`src/inc/remote_access_pkg.sv`:
```
/*
 * Shared constants for the remote access command translator: opcodes,
 * control block layout, remote function codes, limits and status codes.
 * Assumes a host control block of consecutive 16-bit words in local memory.
 */
package remote_access_pkg;
    localparam int WORD_W = 16;
    localparam int ADDR_W = 16;
    localparam int CMD_WORDS = 10;
    localparam int ROUTE_DROPS = 7;

    // opcode word values
    localparam logic [15:0] OPC_READ_INPUTS = 16'h0067;
    localparam logic [15:0] OPC_READ_INREGS = 16'h006A;
    localparam logic [15:0] OPC_WRITE_ONE = 16'h006C;

    // remote function codes
    localparam logic [7:0] FC_READ_INPUTS = 8'h02;
    localparam logic [7:0] FC_READ_INREGS = 8'h04;
    localparam logic [7:0] FC_WRITE_ONE = 8'h06;

    // control block word positions; the last is the fetched source value
    localparam logic [3:0] IDX_OPCODE = 4'h0;
    localparam logic [15:0] IDX_STATUS = 16'h0001;
    localparam logic [3:0] IDX_COUNT = 4'h2;
    localparam logic [3:0] IDX_START = 4'h3;
    localparam logic [3:0] IDX_TARGET = 4'h4;
    localparam logic [3:0] IDX_EXT0 = 4'h5;
    localparam logic [3:0] IDX_EXT1 = 4'h6;
    localparam logic [3:0] IDX_EXT2 = 4'h7;
    localparam logic [3:0] IDX_EXT3 = 4'h8;
    localparam logic [3:0] IDX_VALUE = 4'h9;

    // transfer limits
    localparam logic [15:0] MAX_BITS = 16'h07D0;
    localparam logic [15:0] MAX_REGS = 16'h007D;
    localparam logic [7:0] MAX_DROPS = 8'h07;
    localparam logic [15:0] ONE_REG = 16'h0001;

    // status word codes
    localparam logic [15:0] ST_OK = 16'h0000;
    localparam logic [15:0] ST_BAD_OPCODE = 16'h0001;
    localparam logic [15:0] ST_BAD_COUNT = 16'h0002;
    localparam logic [15:0] ST_BAD_ROUTE = 16'h0003;
    localparam logic [15:0] ST_REMOTE_ERR = 16'h1000;

    // packer
    localparam logic [4:0] PACK_FULL = 5'h10;
    localparam logic [4:0] PACK_EMPTY = 5'h00;
    localparam logic [15:0] ZERO_WORD = 16'h0000;
endpackage : remote_access_pkg

```
`src/hdl/bit_packer.sv`:
```
/*
 * Packs a stream of single bits into 16-bit words, first bit in the MSB.
 * Assumes bit and flush strobes come from logic on the same clock.
 */
`timescale 1ns/1ps
module bit_packer (
    // clock and reset
    input wire logic clk,
    input wire logic rst,
    // bit stream
    input wire logic clear,
    input wire logic bitValid,
    input wire logic bitIn,
    input wire logic flush,
    // packed words
    output logic wordValid,
    output logic [15:0] word
);
    logic [15:0] acc;
    logic [4:0] fill;

    wire [15:0] withBit = bitValid ? {acc[14:0], bitIn} : acc;
    wire [4:0] newFill = fill + {4'h0, bitValid};
    wire emit = (newFill == remote_access_pkg::PACK_FULL) ||
                (flush && newFill != remote_access_pkg::PACK_EMPTY);
    // partial word is left-aligned so trailing bits read as zero
    wire [4:0] padShift = remote_access_pkg::PACK_FULL - newFill;
    wire [15:0] aligned = withBit << padShift;

    always_ff @(posedge clk) begin
        if (rst || clear) begin
            acc <= remote_access_pkg::ZERO_WORD;
            fill <= remote_access_pkg::PACK_EMPTY;
            wordValid <= 1'b0;
            word <= remote_access_pkg::ZERO_WORD;
        end else begin
            wordValid <= emit;
            if (emit) begin
                word <= aligned;
                acc <= remote_access_pkg::ZERO_WORD;
                fill <= remote_access_pkg::PACK_EMPTY;
            end else begin
                acc <= withBit;
                fill <= newFill;
            end
        end
    end

    // helper for the flush check: first bit of the word being built
    logic firstBit;
    wire [15:0] tailMask = 16'hFFFF >> fill;

    always_ff @(posedge clk) begin
        if (rst || clear) begin
            firstBit <= 1'b0;
        end else if (bitValid && fill == remote_access_pkg::PACK_EMPTY) begin
            firstBit <= bitIn;
        end
    end
endmodule : bit_packer

```
`src/hdl/remote_access_command_translator.sv`:
```
/*
 * Remote access command translator: fetches a host control block, issues one
 * remote read or write request, stores the answer into local holding words
 * and writes the outcome back into the control block status word.
 * Assumes host memory, host strobes and the remote engine share clk; memory
 * read data is valid on the cycle after memRead is seen high.
 */
`timescale 1ns/1ps
// Functional notes
// - opcode 103 issues remote function 2, reading discrete input bits.
// - read results are stored from the local data base address upward.
// - input-bit read takes its remote start bit from control word three.
// - input-bit read takes its bit count from control word two.
// - network target: slot from word four high byte, unit from low byte.
// - bits pack first-bit-in-MSB, downward then onward, unused trailing bits zero.
// - opcode 106 issues remote function 4, reading input registers.
// - input-register read takes its remote start from control word three.
// - input-register read takes its register count from control word two.
// - remote registers land one-to-one, ascending, from the data base.
// - opcode 108 issues remote function 6, writing one holding register.
// - single write takes its value from the local word at data base.
// - single write takes its remote register from control word three.
// - single write ignores control word two; count is always one.
// - serial target: drop count and route bytes from words five on, max seven.
module remote_access_command_translator (
    // clock and reset
    input wire logic clk,
    input wire logic rst,
    // host command
    input wire logic cmdStart,
    input wire logic [15:0] ctrlBase,
    input wire logic [15:0] dataBase,
    input wire logic targetSerial,
    output logic busy,
    output logic cmdDone,
    output logic [15:0] cmdStatus,
    // host memory
    output logic memRead,
    output logic memWrite,
    output logic [15:0] memAddr,
    output logic [15:0] memWriteData,
    input wire logic [15:0] memReadData,
    // remote request
    output logic reqValid,
    input wire logic reqReady,
    output logic [7:0] reqFunction,
    output logic [7:0] reqSlot,
    output logic [7:0] reqUnit,
    output logic [31:0] reqIp,
    output logic reqSerial,
    output logic [7:0] reqDropCount,
    output logic [55:0] reqRoute,
    output logic [15:0] reqStart,
    output logic [15:0] reqCount,
    output logic [15:0] reqValue,
    // remote response
    input wire logic rspValid,
    input wire logic [15:0] rspData,
    input wire logic rspDone,
    input wire logic rspError,
    input wire logic [7:0] rspException
);
    typedef enum logic [2:0] {S_IDLE, S_FETCH, S_CHECK, S_ISSUE, S_WAIT, S_DRAIN, S_STATUS} state_e;

    state_e state;
    state_e next_state;
    logic [15:0] cmdWord [remote_access_pkg::CMD_WORDS];
    logic [15:0] baseCtrl;
    logic [15:0] baseData;
    logic serialTgt;
    logic [3:0] issueIdx;
    logic [3:0] rdTag;
    logic rdPend;
    logic rdIssued;
    logic [3:0] rdIssuedTag;
    logic [15:0] itemCount;
    logic [15:0] wordIdx;
    logic [15:0] outcome;
    logic packValid;
    logic [15:0] packWord;

    // command decode
    wire [15:0] opcode = cmdWord[remote_access_pkg::IDX_OPCODE];
    wire isBits = opcode == remote_access_pkg::OPC_READ_INPUTS;
    wire isRegs = opcode == remote_access_pkg::OPC_READ_INREGS;
    wire isWrite = opcode == remote_access_pkg::OPC_WRITE_ONE;
    wire [15:0] wantCount = cmdWord[remote_access_pkg::IDX_COUNT];
    wire [7:0] dropCount = cmdWord[remote_access_pkg::IDX_EXT0][15:8];
    wire badOpcode = !(isBits || isRegs || isWrite);
    wire badCount = (isBits && (wantCount == remote_access_pkg::ZERO_WORD || wantCount > remote_access_pkg::MAX_BITS)) ||
                    (isRegs && (wantCount == remote_access_pkg::ZERO_WORD || wantCount > remote_access_pkg::MAX_REGS));
    wire badRoute = serialTgt && (dropCount == 8'h00 || dropCount > remote_access_pkg::MAX_DROPS);
    wire [15:0] checkCode = badOpcode ? remote_access_pkg::ST_BAD_OPCODE :
                            badCount ? remote_access_pkg::ST_BAD_COUNT :
                            badRoute ? remote_access_pkg::ST_BAD_ROUTE : remote_access_pkg::ST_OK;

    // response acceptance; items beyond the requested count are dropped
    wire accept = (state == S_WAIT) && rspValid && (itemCount < reqCount);
    wire regStore = accept && isRegs;
    wire bitFeed = accept && isBits;
    wire bitFlush = (state == S_WAIT) && rspDone && isBits;
    wire [15:0] rspCode = rspError ? (remote_access_pkg::ST_REMOTE_ERR | {8'h00, rspException}) :
                          remote_access_pkg::ST_OK;

    // memory port next values
    wire fetchIssue = (state == S_FETCH) && (issueIdx < 4'(remote_access_pkg::CMD_WORDS));
    wire [15:0] fetchAddr = (issueIdx == remote_access_pkg::IDX_VALUE) ? baseData : baseCtrl + {12'h000, issueIdx};
    wire statusWrite = state == S_STATUS;
    wire next_memWrite = regStore || packValid || statusWrite;
    wire [15:0] next_memAddr = statusWrite ? baseCtrl + remote_access_pkg::IDX_STATUS :
                               regStore ? baseData + itemCount :
                               packValid ? baseData + wordIdx : fetchAddr;
    wire [15:0] next_memWriteData = statusWrite ? outcome : regStore ? rspData : packWord;
    wire fetchLast = rdPend && (rdTag == remote_access_pkg::IDX_VALUE);

    always_comb begin
        next_state = state;
        case (state)
            S_IDLE: if (cmdStart) next_state = S_FETCH;
            S_FETCH: if (fetchLast) next_state = S_CHECK;
            S_CHECK: next_state = (checkCode == remote_access_pkg::ST_OK) ? S_ISSUE : S_STATUS;
            S_ISSUE: if (reqReady) next_state = S_WAIT;
            S_WAIT: if (rspDone) next_state = S_DRAIN;
            S_DRAIN: next_state = S_STATUS;
            S_STATUS: next_state = S_IDLE;
            default: next_state = S_IDLE;
        endcase
    end

    bit_packer packer (
        .clk(clk),
        .rst(rst),
        .clear(state == S_CHECK),
        .bitValid(bitFeed),
        .bitIn(rspData[0]),
        .flush(bitFlush),
        .wordValid(packValid),
        .word(packWord)
    );

    always_ff @(posedge clk) begin
        if (rst) begin
            state <= S_IDLE;
            busy <= 1'b0;
            cmdDone <= 1'b0;
            cmdStatus <= remote_access_pkg::ST_OK;
            memRead <= 1'b0;
            memWrite <= 1'b0;
            memAddr <= remote_access_pkg::ZERO_WORD;
            memWriteData <= remote_access_pkg::ZERO_WORD;
        end else begin
            state <= next_state;
            busy <= next_state != S_IDLE;
            cmdDone <= statusWrite;
            if (statusWrite) cmdStatus <= outcome;
            memRead <= fetchIssue;
            memWrite <= next_memWrite;
            memAddr <= next_memAddr;
            memWriteData <= next_memWriteData;
        end
    end

    // fetch sequencing and command capture
    always_ff @(posedge clk) begin
        if (rst) begin
            issueIdx <= 4'h0;
            rdPend <= 1'b0;
            rdTag <= 4'h0;
            rdIssued <= 1'b0;
            rdIssuedTag <= 4'h0;
            baseCtrl <= remote_access_pkg::ZERO_WORD;
            baseData <= remote_access_pkg::ZERO_WORD;
            serialTgt <= 1'b0;
            for (int i = 0; i < remote_access_pkg::CMD_WORDS; i++) cmdWord[i] <= remote_access_pkg::ZERO_WORD;
        end else begin
            if (state == S_IDLE && cmdStart) begin
                baseCtrl <= ctrlBase;
                baseData <= dataBase;
                serialTgt <= targetSerial;
                issueIdx <= 4'h0;
            end else if (fetchIssue) begin
                issueIdx <= issueIdx + 4'h1;
            end
            rdIssued <= fetchIssue;
            rdIssuedTag <= issueIdx;
            // memory answers the cycle after the strobe, so capture trails the issue by two
            rdPend <= rdIssued;
            rdTag <= rdIssuedTag;
            if (rdPend) cmdWord[rdTag] <= memReadData;
        end
    end

    // request build and response bookkeeping
    always_ff @(posedge clk) begin
        if (rst) begin
            reqValid <= 1'b0;
            reqFunction <= 8'h00;
            reqSlot <= 8'h00;
            reqUnit <= 8'h00;
            reqIp <= 32'h00000000;
            reqSerial <= 1'b0;
            reqDropCount <= 8'h00;
            reqRoute <= 56'h00000000000000;
            reqStart <= remote_access_pkg::ZERO_WORD;
            reqCount <= remote_access_pkg::ZERO_WORD;
            reqValue <= remote_access_pkg::ZERO_WORD;
            itemCount <= remote_access_pkg::ZERO_WORD;
            wordIdx <= remote_access_pkg::ZERO_WORD;
            outcome <= remote_access_pkg::ST_OK;
        end else begin
            if (state == S_CHECK) begin
                outcome <= checkCode;
                itemCount <= remote_access_pkg::ZERO_WORD;
                wordIdx <= remote_access_pkg::ZERO_WORD;
                reqValid <= checkCode == remote_access_pkg::ST_OK;
                reqFunction <= isBits ? remote_access_pkg::FC_READ_INPUTS :
                               isRegs ? remote_access_pkg::FC_READ_INREGS :
                               remote_access_pkg::FC_WRITE_ONE;
                reqStart <= cmdWord[remote_access_pkg::IDX_START];
                reqCount <= isWrite ? remote_access_pkg::ONE_REG : wantCount;
                reqValue <= isWrite ? cmdWord[remote_access_pkg::IDX_VALUE] : remote_access_pkg::ZERO_WORD;
                reqSlot <= cmdWord[remote_access_pkg::IDX_TARGET][15:8];
                reqUnit <= serialTgt ? 8'h00 : cmdWord[remote_access_pkg::IDX_TARGET][7:0];
                reqSerial <= serialTgt;
                reqIp <= serialTgt ? 32'h00000000 :
                         {cmdWord[remote_access_pkg::IDX_EXT0][7:0], cmdWord[remote_access_pkg::IDX_EXT1][7:0],
                          cmdWord[remote_access_pkg::IDX_EXT2][7:0], cmdWord[remote_access_pkg::IDX_EXT3][7:0]};
                reqDropCount <= serialTgt ? dropCount : 8'h00;
                // first drop in the low byte of word five, then two per word, high first
                reqRoute <= serialTgt ? {cmdWord[remote_access_pkg::IDX_EXT0][7:0], cmdWord[remote_access_pkg::IDX_EXT1],
                                         cmdWord[remote_access_pkg::IDX_EXT2], cmdWord[remote_access_pkg::IDX_EXT3]} :
                            56'h00000000000000;
            end else if (state == S_ISSUE && reqReady) begin
                reqValid <= 1'b0;
            end
            if (accept) itemCount <= itemCount + 16'h0001;
            if (packValid) wordIdx <= wordIdx + 16'h0001;
            // a late remote error still lands: the check code is already clear here
            if (state == S_WAIT && rspDone) outcome <= rspCode;
        end
    end
endmodule : remote_access_command_translator

```
`config.mk`:
```
export PLATFORM = sky130hd
export DESIGN_NAME = remote_access_command_translator
export DESIGN_NICKNAME = d
export VERILOG_FILES = /design/src/inc/remote_access_pkg.sv /design/src/hdl/bit_packer.sv /design/src/hdl/remote_access_command_translator.sv
export SDC_FILE = /design/constraint.sdc
export NUM_CORES = 1
export LEC_CHECK = 0
export BUFFER_PORTS_ARGS = -buffer_cell sky130_fd_sc_hd__buf_4
export CORE_MARGIN = 2
export CORE_UTILIZATION = 60
export CTS_CLUSTER_SIZE = 14
export DETAILED_ROUTE_END_ITERATION = 10
export PLACE_DENSITY = 0.79
export SETUP_SLACK_MARGIN = 0.5
export SYNTH_ARGS = -nofsm -noshare
export SYNTH_HDL_FRONTEND = slang
export SYNTH_HIERARCHICAL = 1
export SYNTH_SLANG_ARGS = --single-unit
export TNS_END_PERCENT = 5
```
`constraint.sdc`:
```
create_clock -name clk -period 9.9 [get_ports clk]
set_clock_uncertainty 0.2 [all_clocks]
set_input_delay 0.495 -clock clk [delete_from_list [all_inputs] [get_ports clk]]
set_output_delay 0.495 -clock clk [all_outputs]
set_load 0.03 [all_outputs]
```
### Yosys cells after proc, flatten, opt, wreduce, memory -nomap -nowiden

Memories as Yosys holds them, arrays and structs flattened. A register that Yosys moved wholly into a read port is not among the register bits.
Index checks and enable logic that the tools add are counted.

* register bits: 341
* memory bits (writable): 160
* input port bits: 80
* output and inout port bits: 222
* logic and storage cells: 137
* memories: 1

* add/sub/neg operators: 9
* order comparisons: 5
* eq/ne operators: 12
* shifts and indexed selects: 1
* muxes and demuxes: 40
* reductions and logical operators: 37

Memories
* cmdWord: depth 10, bits a word 16, rd ports 9, clocked after Yosys merged registers in 1, write ports 10, RTL line remote_access_command_translator.sv:67 `logic [15:0] cmdWord [remote_access_pkg::CMD_WORDS];`

Operator list (count)
* two-way mux 16 bit: 15
* two-way mux 56 bit: 1
* adder 16 x 1 -> 16 bit (second input constant): 3
* == test 16 x 7 -> 1 bit (second input constant): 3
* adder 16 bit: 2
* zero test 16 bit: 2
* two-way mux 32 bit: 1
* two-way mux 3 bit: 6
* one-hot mux 3 bit (6 select lines): 1
* adder 16 x 4 -> 16 bit: 1
* > comparator 16 x 11 -> 1 bit (second input constant): 1
* > comparator 16 x 7 -> 1 bit (second input constant): 1
* less-than comparator 16 bit: 1
* two-way mux 8 bit: 2
* OR reduction 16 bit: 1
* << shifter 16 x 5 -> 16 bit: 1
* logical AND 1 bit: 14
* two-way mux 13 bit: 1
* logical OR 1 bit: 10
* == test 3 bit (second input constant): 3
* == test 4 bit (second input constant): 2
* > comparator 8 x 3 -> 1 bit (second input constant): 1
* zero test 8 bit: 1
* two-way mux 1 bit: 8
* other kinds (14): 22

### Longest topological paths before layout

An unclocked memory read counts as a cell.

* word-level depth: 11
* depth in mapped cells: 22
* gate-level depth less buffers: 17

### Modules after synthesis

Netlist, hierarchy kept.

By module, submodules not included
* remote_access_command_translator: times used 1, cells an instance 2133, area an instance 19546.2 µm², seq. area each 10309.9 µm²
* bit_packer: times used 1, cells an instance 238, area an instance 2229.6 µm², seq. area each 760.7 µm²

### Worst setup path before layout

No wires, ideal clock.

* path kind: reg2reg
* start point: reg reqCount[14]
* end point: reg packer.word[14]
* setup time: 122 ps
* arrival: 4347 ps
* required time: 9578 ps
* path slack: 5232 ps
* cell stages (with the launch flop): 22
* path buffers: 6
* period minus slack after synthesis: 4668 ps
* cell sequence: dfxtp_1 > inv_1 > ha_1 > nand4_1 > nor4_1 > a21o_1 > clkbuf_1 > nor2_1 > ha_1 > buf_4 > buf_6 > buf_6 > inv_1 > ha_1 > nor4b_2 > a31oi_2 > nor2_2 > a21oi_1 > and2_4 > buf_6 > buf_8 > a221o_1

* word-level cells in the longest chain between the ends: 7
* elaborated cells between the ends (all ways): 11
* classes of those cells: add/sub: 2; order compare: 1; eq/ne: 1; shift: 1; mux: 1; reduce/logical: 5

RTL lines
* from (decl): RTL line remote_access_command_translator.sv:54 `output logic [15:0] reqCount,`
* from (signal assigned): RTL line remote_access_command_translator.sv:205 `reqCount <= remote_access_pkg::ZERO_WORD;`
* from (signal assigned): RTL line remote_access_command_translator.sv:220 `reqCount <= isWrite ? remote_access_pkg::ONE_REG : wantCount;`
* less-than comparator 16 bit (*): RTL line remote_access_command_translator.sv:98 `wire accept = (state == S_WAIT) && rspValid && (itemCount < reqCount);`
* logical AND 1 bit (*): RTL line remote_access_command_translator.sv:98
* logical AND 1 bit (*): RTL line remote_access_command_translator.sv:100 `wire bitFeed = accept && isBits;`
* net bitFeed: RTL line remote_access_command_translator.sv:100
* adder 5 x 1 -> 5 bit (*): RTL line bit_packer.sv:23 `wire [4:0] newFill = fill + {4'h0, bitValid};`
* net packer.newFill[0]: RTL line bit_packer.sv:23
* branches (longest 3 deep; another with subtractor 5 bit)
* to (signal assigned): RTL line bit_packer.sv:35 `word <= remote_access_pkg::ZERO_WORD;`
* to (signal assigned): RTL line bit_packer.sv:39 `word <= aligned;`
* to (decl): RTL line bit_packer.sv:17 `output logic [15:0] word`

Mark *: on every way through the listed nets, which the timed path passes.
A chain may end at the register's enable or synchronous reset.

### Final worst setup path

* start point: reg reqCount[14]
* end point: reg packer.word[9]

Same word-level chain as after synthesis.

==> flow_summary.ini <==
[status]
status = finished clean

[clocking]
cts_sinks = 481
postCtsSetupRepairBufs = 0
cts_made_buffers = 47
cts_tree = done
clk_latency_ps = 590
cts_root_buffer = clkbuf_16
clk_pin_slew_ps = 60
htree_levels = 2
cts_buffer_depth = 3
ctsResizeCount = 0

[synth]
ys_seq_elements = 481
synthFlopType = dfxtp_1
synthesis.area_mm2 = 0.02178
async_flop_share_pct = 0
ys_seq_area_share_pct = 50.84
avgSynthCellArea_um2 = 9.184
ys_types = 87
synthCells = 2371
ys_warn_count = 6
synth_edf_count = 144

[detailed_routing]
drt_iter0_markers = 1589
drtAntennaViolNets = 0
via_count = 18450
firstDrtPassIters = 5
drc = 0
totalWireLength_um = 61570
wire_per_inst_um = 19.76
viasPerCell = 5.923

[finish]
drive_gt1_share_pct = 16.40
final_common_cell = dfxtp_1
finalInstanceArea_mm2 = 0.02607
syn_to_final_growth_pct = 19.72
layout_common_cells = dfxtp_1 (335), nand2_1 (308), buf_4 (300)
fin_nets = 2756

[grt]
grt_max_degree = 193
grt_usage_pct = 32.03
first_global_vias = 17910
antenna_found_initial = 1
globalRouteOverflowTotal = 0
grt_pass1_wl_um = 96580

[worst_setup_path]
slowest_stage = ha_1
slowest_delay_ps = 1000
endpoint_kind = flop
cp_max_fo = 39
crit_path_frequent_cell = ha_1
cp.required_ps = 10170
cp.arrival_ps = 6400
start_kind = flop
worstSetupPathType = reg2reg
path_cells = inv_1 > ha_1 > nand4_1 > nor4_1 > a21o_1 > nor2_4 > buf_4 > ha_1 > inv_1 > ha_1 > inv_2 > mux4_2 > nor2_1 > a211oi_1 > a221o_1

[min_path]
hold_class = in2reg

[power_and_ir_drop]
vdd_drop_max_uv = 132.6
p_leak_uw = 0.01018
p_per_area_mw_per_mm2 = 158.3
total_power_uw = 4126

[timing]
rsz0062_at_grt = no
fin_crit_ps = 6130
clock.fmax_mhz = 163.1
holdWs_ps = 19.53
setup_viol = 0
worst_pin_slew_ps = 1203
final_max_slew_viol_count = 0
finalCritPeriodShare_pct = 61.92
slew_headroom_pct = 19.55
fin_tns_setup_ps = 0
hold_violations = 0

[floorplan]
chipHeight_um = 194.5
rows = 69
coreArea_mm2 = 0.03566
ioPinCount = 302
dieArea_mm2 = 0.03783
initial_core_util_pct = 61.07
die_w_um = 194.5

[place]
post_dp_cell_area_mm2 = 0.02396
detailed_place_hpwl_um = 41450
io_buffers = 288
gp_congestion = 0.9146

[flow_run]
cap_viol_max_count = 0
==> routing by layer <==
layer / global-route usage (%) / vias to the layer above / share of wire [%]
met3: 6.125 / 152 / 8.4
li1: - / 8760 / -
met5: 0 / - / 0
met4: 16.10 / 0 / 4.9
met2: 53.95 / 759 / 48
met1: 39.42 / 8778 / 39
==> path summary, 6_finish.rpt <==
check,start,end,cells after the start,slack [ps]
setup / recovery,reqCount[14],packer/word[9],15,3770
hold / removal,memReadData[2],cmdWord[5][2],2,20
setup reg to reg,reqCount[14],packer/word[9],15,3770
hold reg to reg,reqStart[13],reqStart[13],2,260
==> cells in the mapped netlist, drive strengths merged, types with 8 or more instances <==
master	count	share of area, %
dfxtp	337	31
nand2	310	5.4
nor2	297	5.1
a21oi	262	6.0
edfxtp	144	20
clkbuf	122	2.1
nand3	100	2.3
o21ai	62	1.4
ha	57	3.3
and2	56	1.6
inv	52	0.90
mux2i	49	2.3
nor3b	47	1.6
buf	46	1.4
nor3	41	0.99
a22oi	39	1.3
a211oi	37	1.5
xnor2	31	1.3
xor2	30	1.2
and3	28	0.80
nor2b	27	0.78
nand2b	16	0.49
mux2	12	0.62
o211ai	11	0.43
or3	11	0.32
a31oi	10	0.32
nor4	9	0.29
a21o	8	0.28
a311oi	8	0.35
nand4	8	0.23
==> registers in the layout, indices dropped and copies added (netlist names), 3 cells and up <==
signal,cells
cmdWord,144
rdTag,4
reqCount,16
state,3
memWriteData,16
baseCtrl,16
wordIdx,16
baseData,16
reqDropCount,8
reqIp,32
rdIssuedTag,4
packer/fill,5
itemCount,16
cmdStatus,9
packer/word,16
packer/acc,16
reqStart,16
outcome,9
reqRoute,56
reqValue,16
reqSlot,8
reqUnit,8
issueIdx,4
memAddr,16
==> kinds of logic (layout without fill, tap and decap cells) <==
group	Yosys count	count (layout)	share of synthesized area, %
AND/OR/NAND/NOR	985	985	21.31
AO/OA/AOI/OAI	498	498	14.13
flip-flops	481	481	50.84
buffers and inverters	220	490	4.361
multiplexers	64	64	3.200
XOR/XNOR	62	62	2.591
adder cells (fa/ha/maj)	60	60	3.551
other	1	14	0.01722
==> critical path, delay by kind of cell, from the launching register on <==
kind / cells / cell delay (ps)
buffers and inverters: 4 / 820
AOI/OAI and AO/OA: 3 / 1250
and+or+nand+nor: 4 / 720
DFF: 1 / 350
muxes: 1 / 520
adders and majority gates: 3 / 2120
==> report_power, final <==
part	internal (uW)	leakage (uW)	switching [uW]	total, uW
combinational	73.6	0.00517	120	194
sequential	2060	0.00421	31.4	2090
clock	1070	0.000793	769	1840
total	3200	0.0102	921	4130
==> repair_timing <==
item / 4_1_cts / 5_1_grt
setup endpoints to repair: 0 / 0
hold buffers: 50 / 0
hold endpoints to repair: 50 / 0
==> final cells by class <==
cell class	count	area (um^2)
multi-input combinational	1682	9821
clock inverter	15	192.7
fill	2626	9585
clock buffer	71	1418
inverter	52	196.4
tap	461	576.8
sequential	481	11080
timing repair buffer	352	2788
antenna	1	2.502
==> per-stage QoR <==
step	cells	util [%]	worst slack, ps
6_report	3115	73.12	3770
5_1_grt	3115	73.12	3187
4_1_cts	3114	73.11	3845
3_5_place_dp	2978	67.19	3868
3_3_place_gp	2978	67.19	3984
2_1_floorplan	2383	-	5232
No activity file was read; power rests on OpenSTA's default activity.
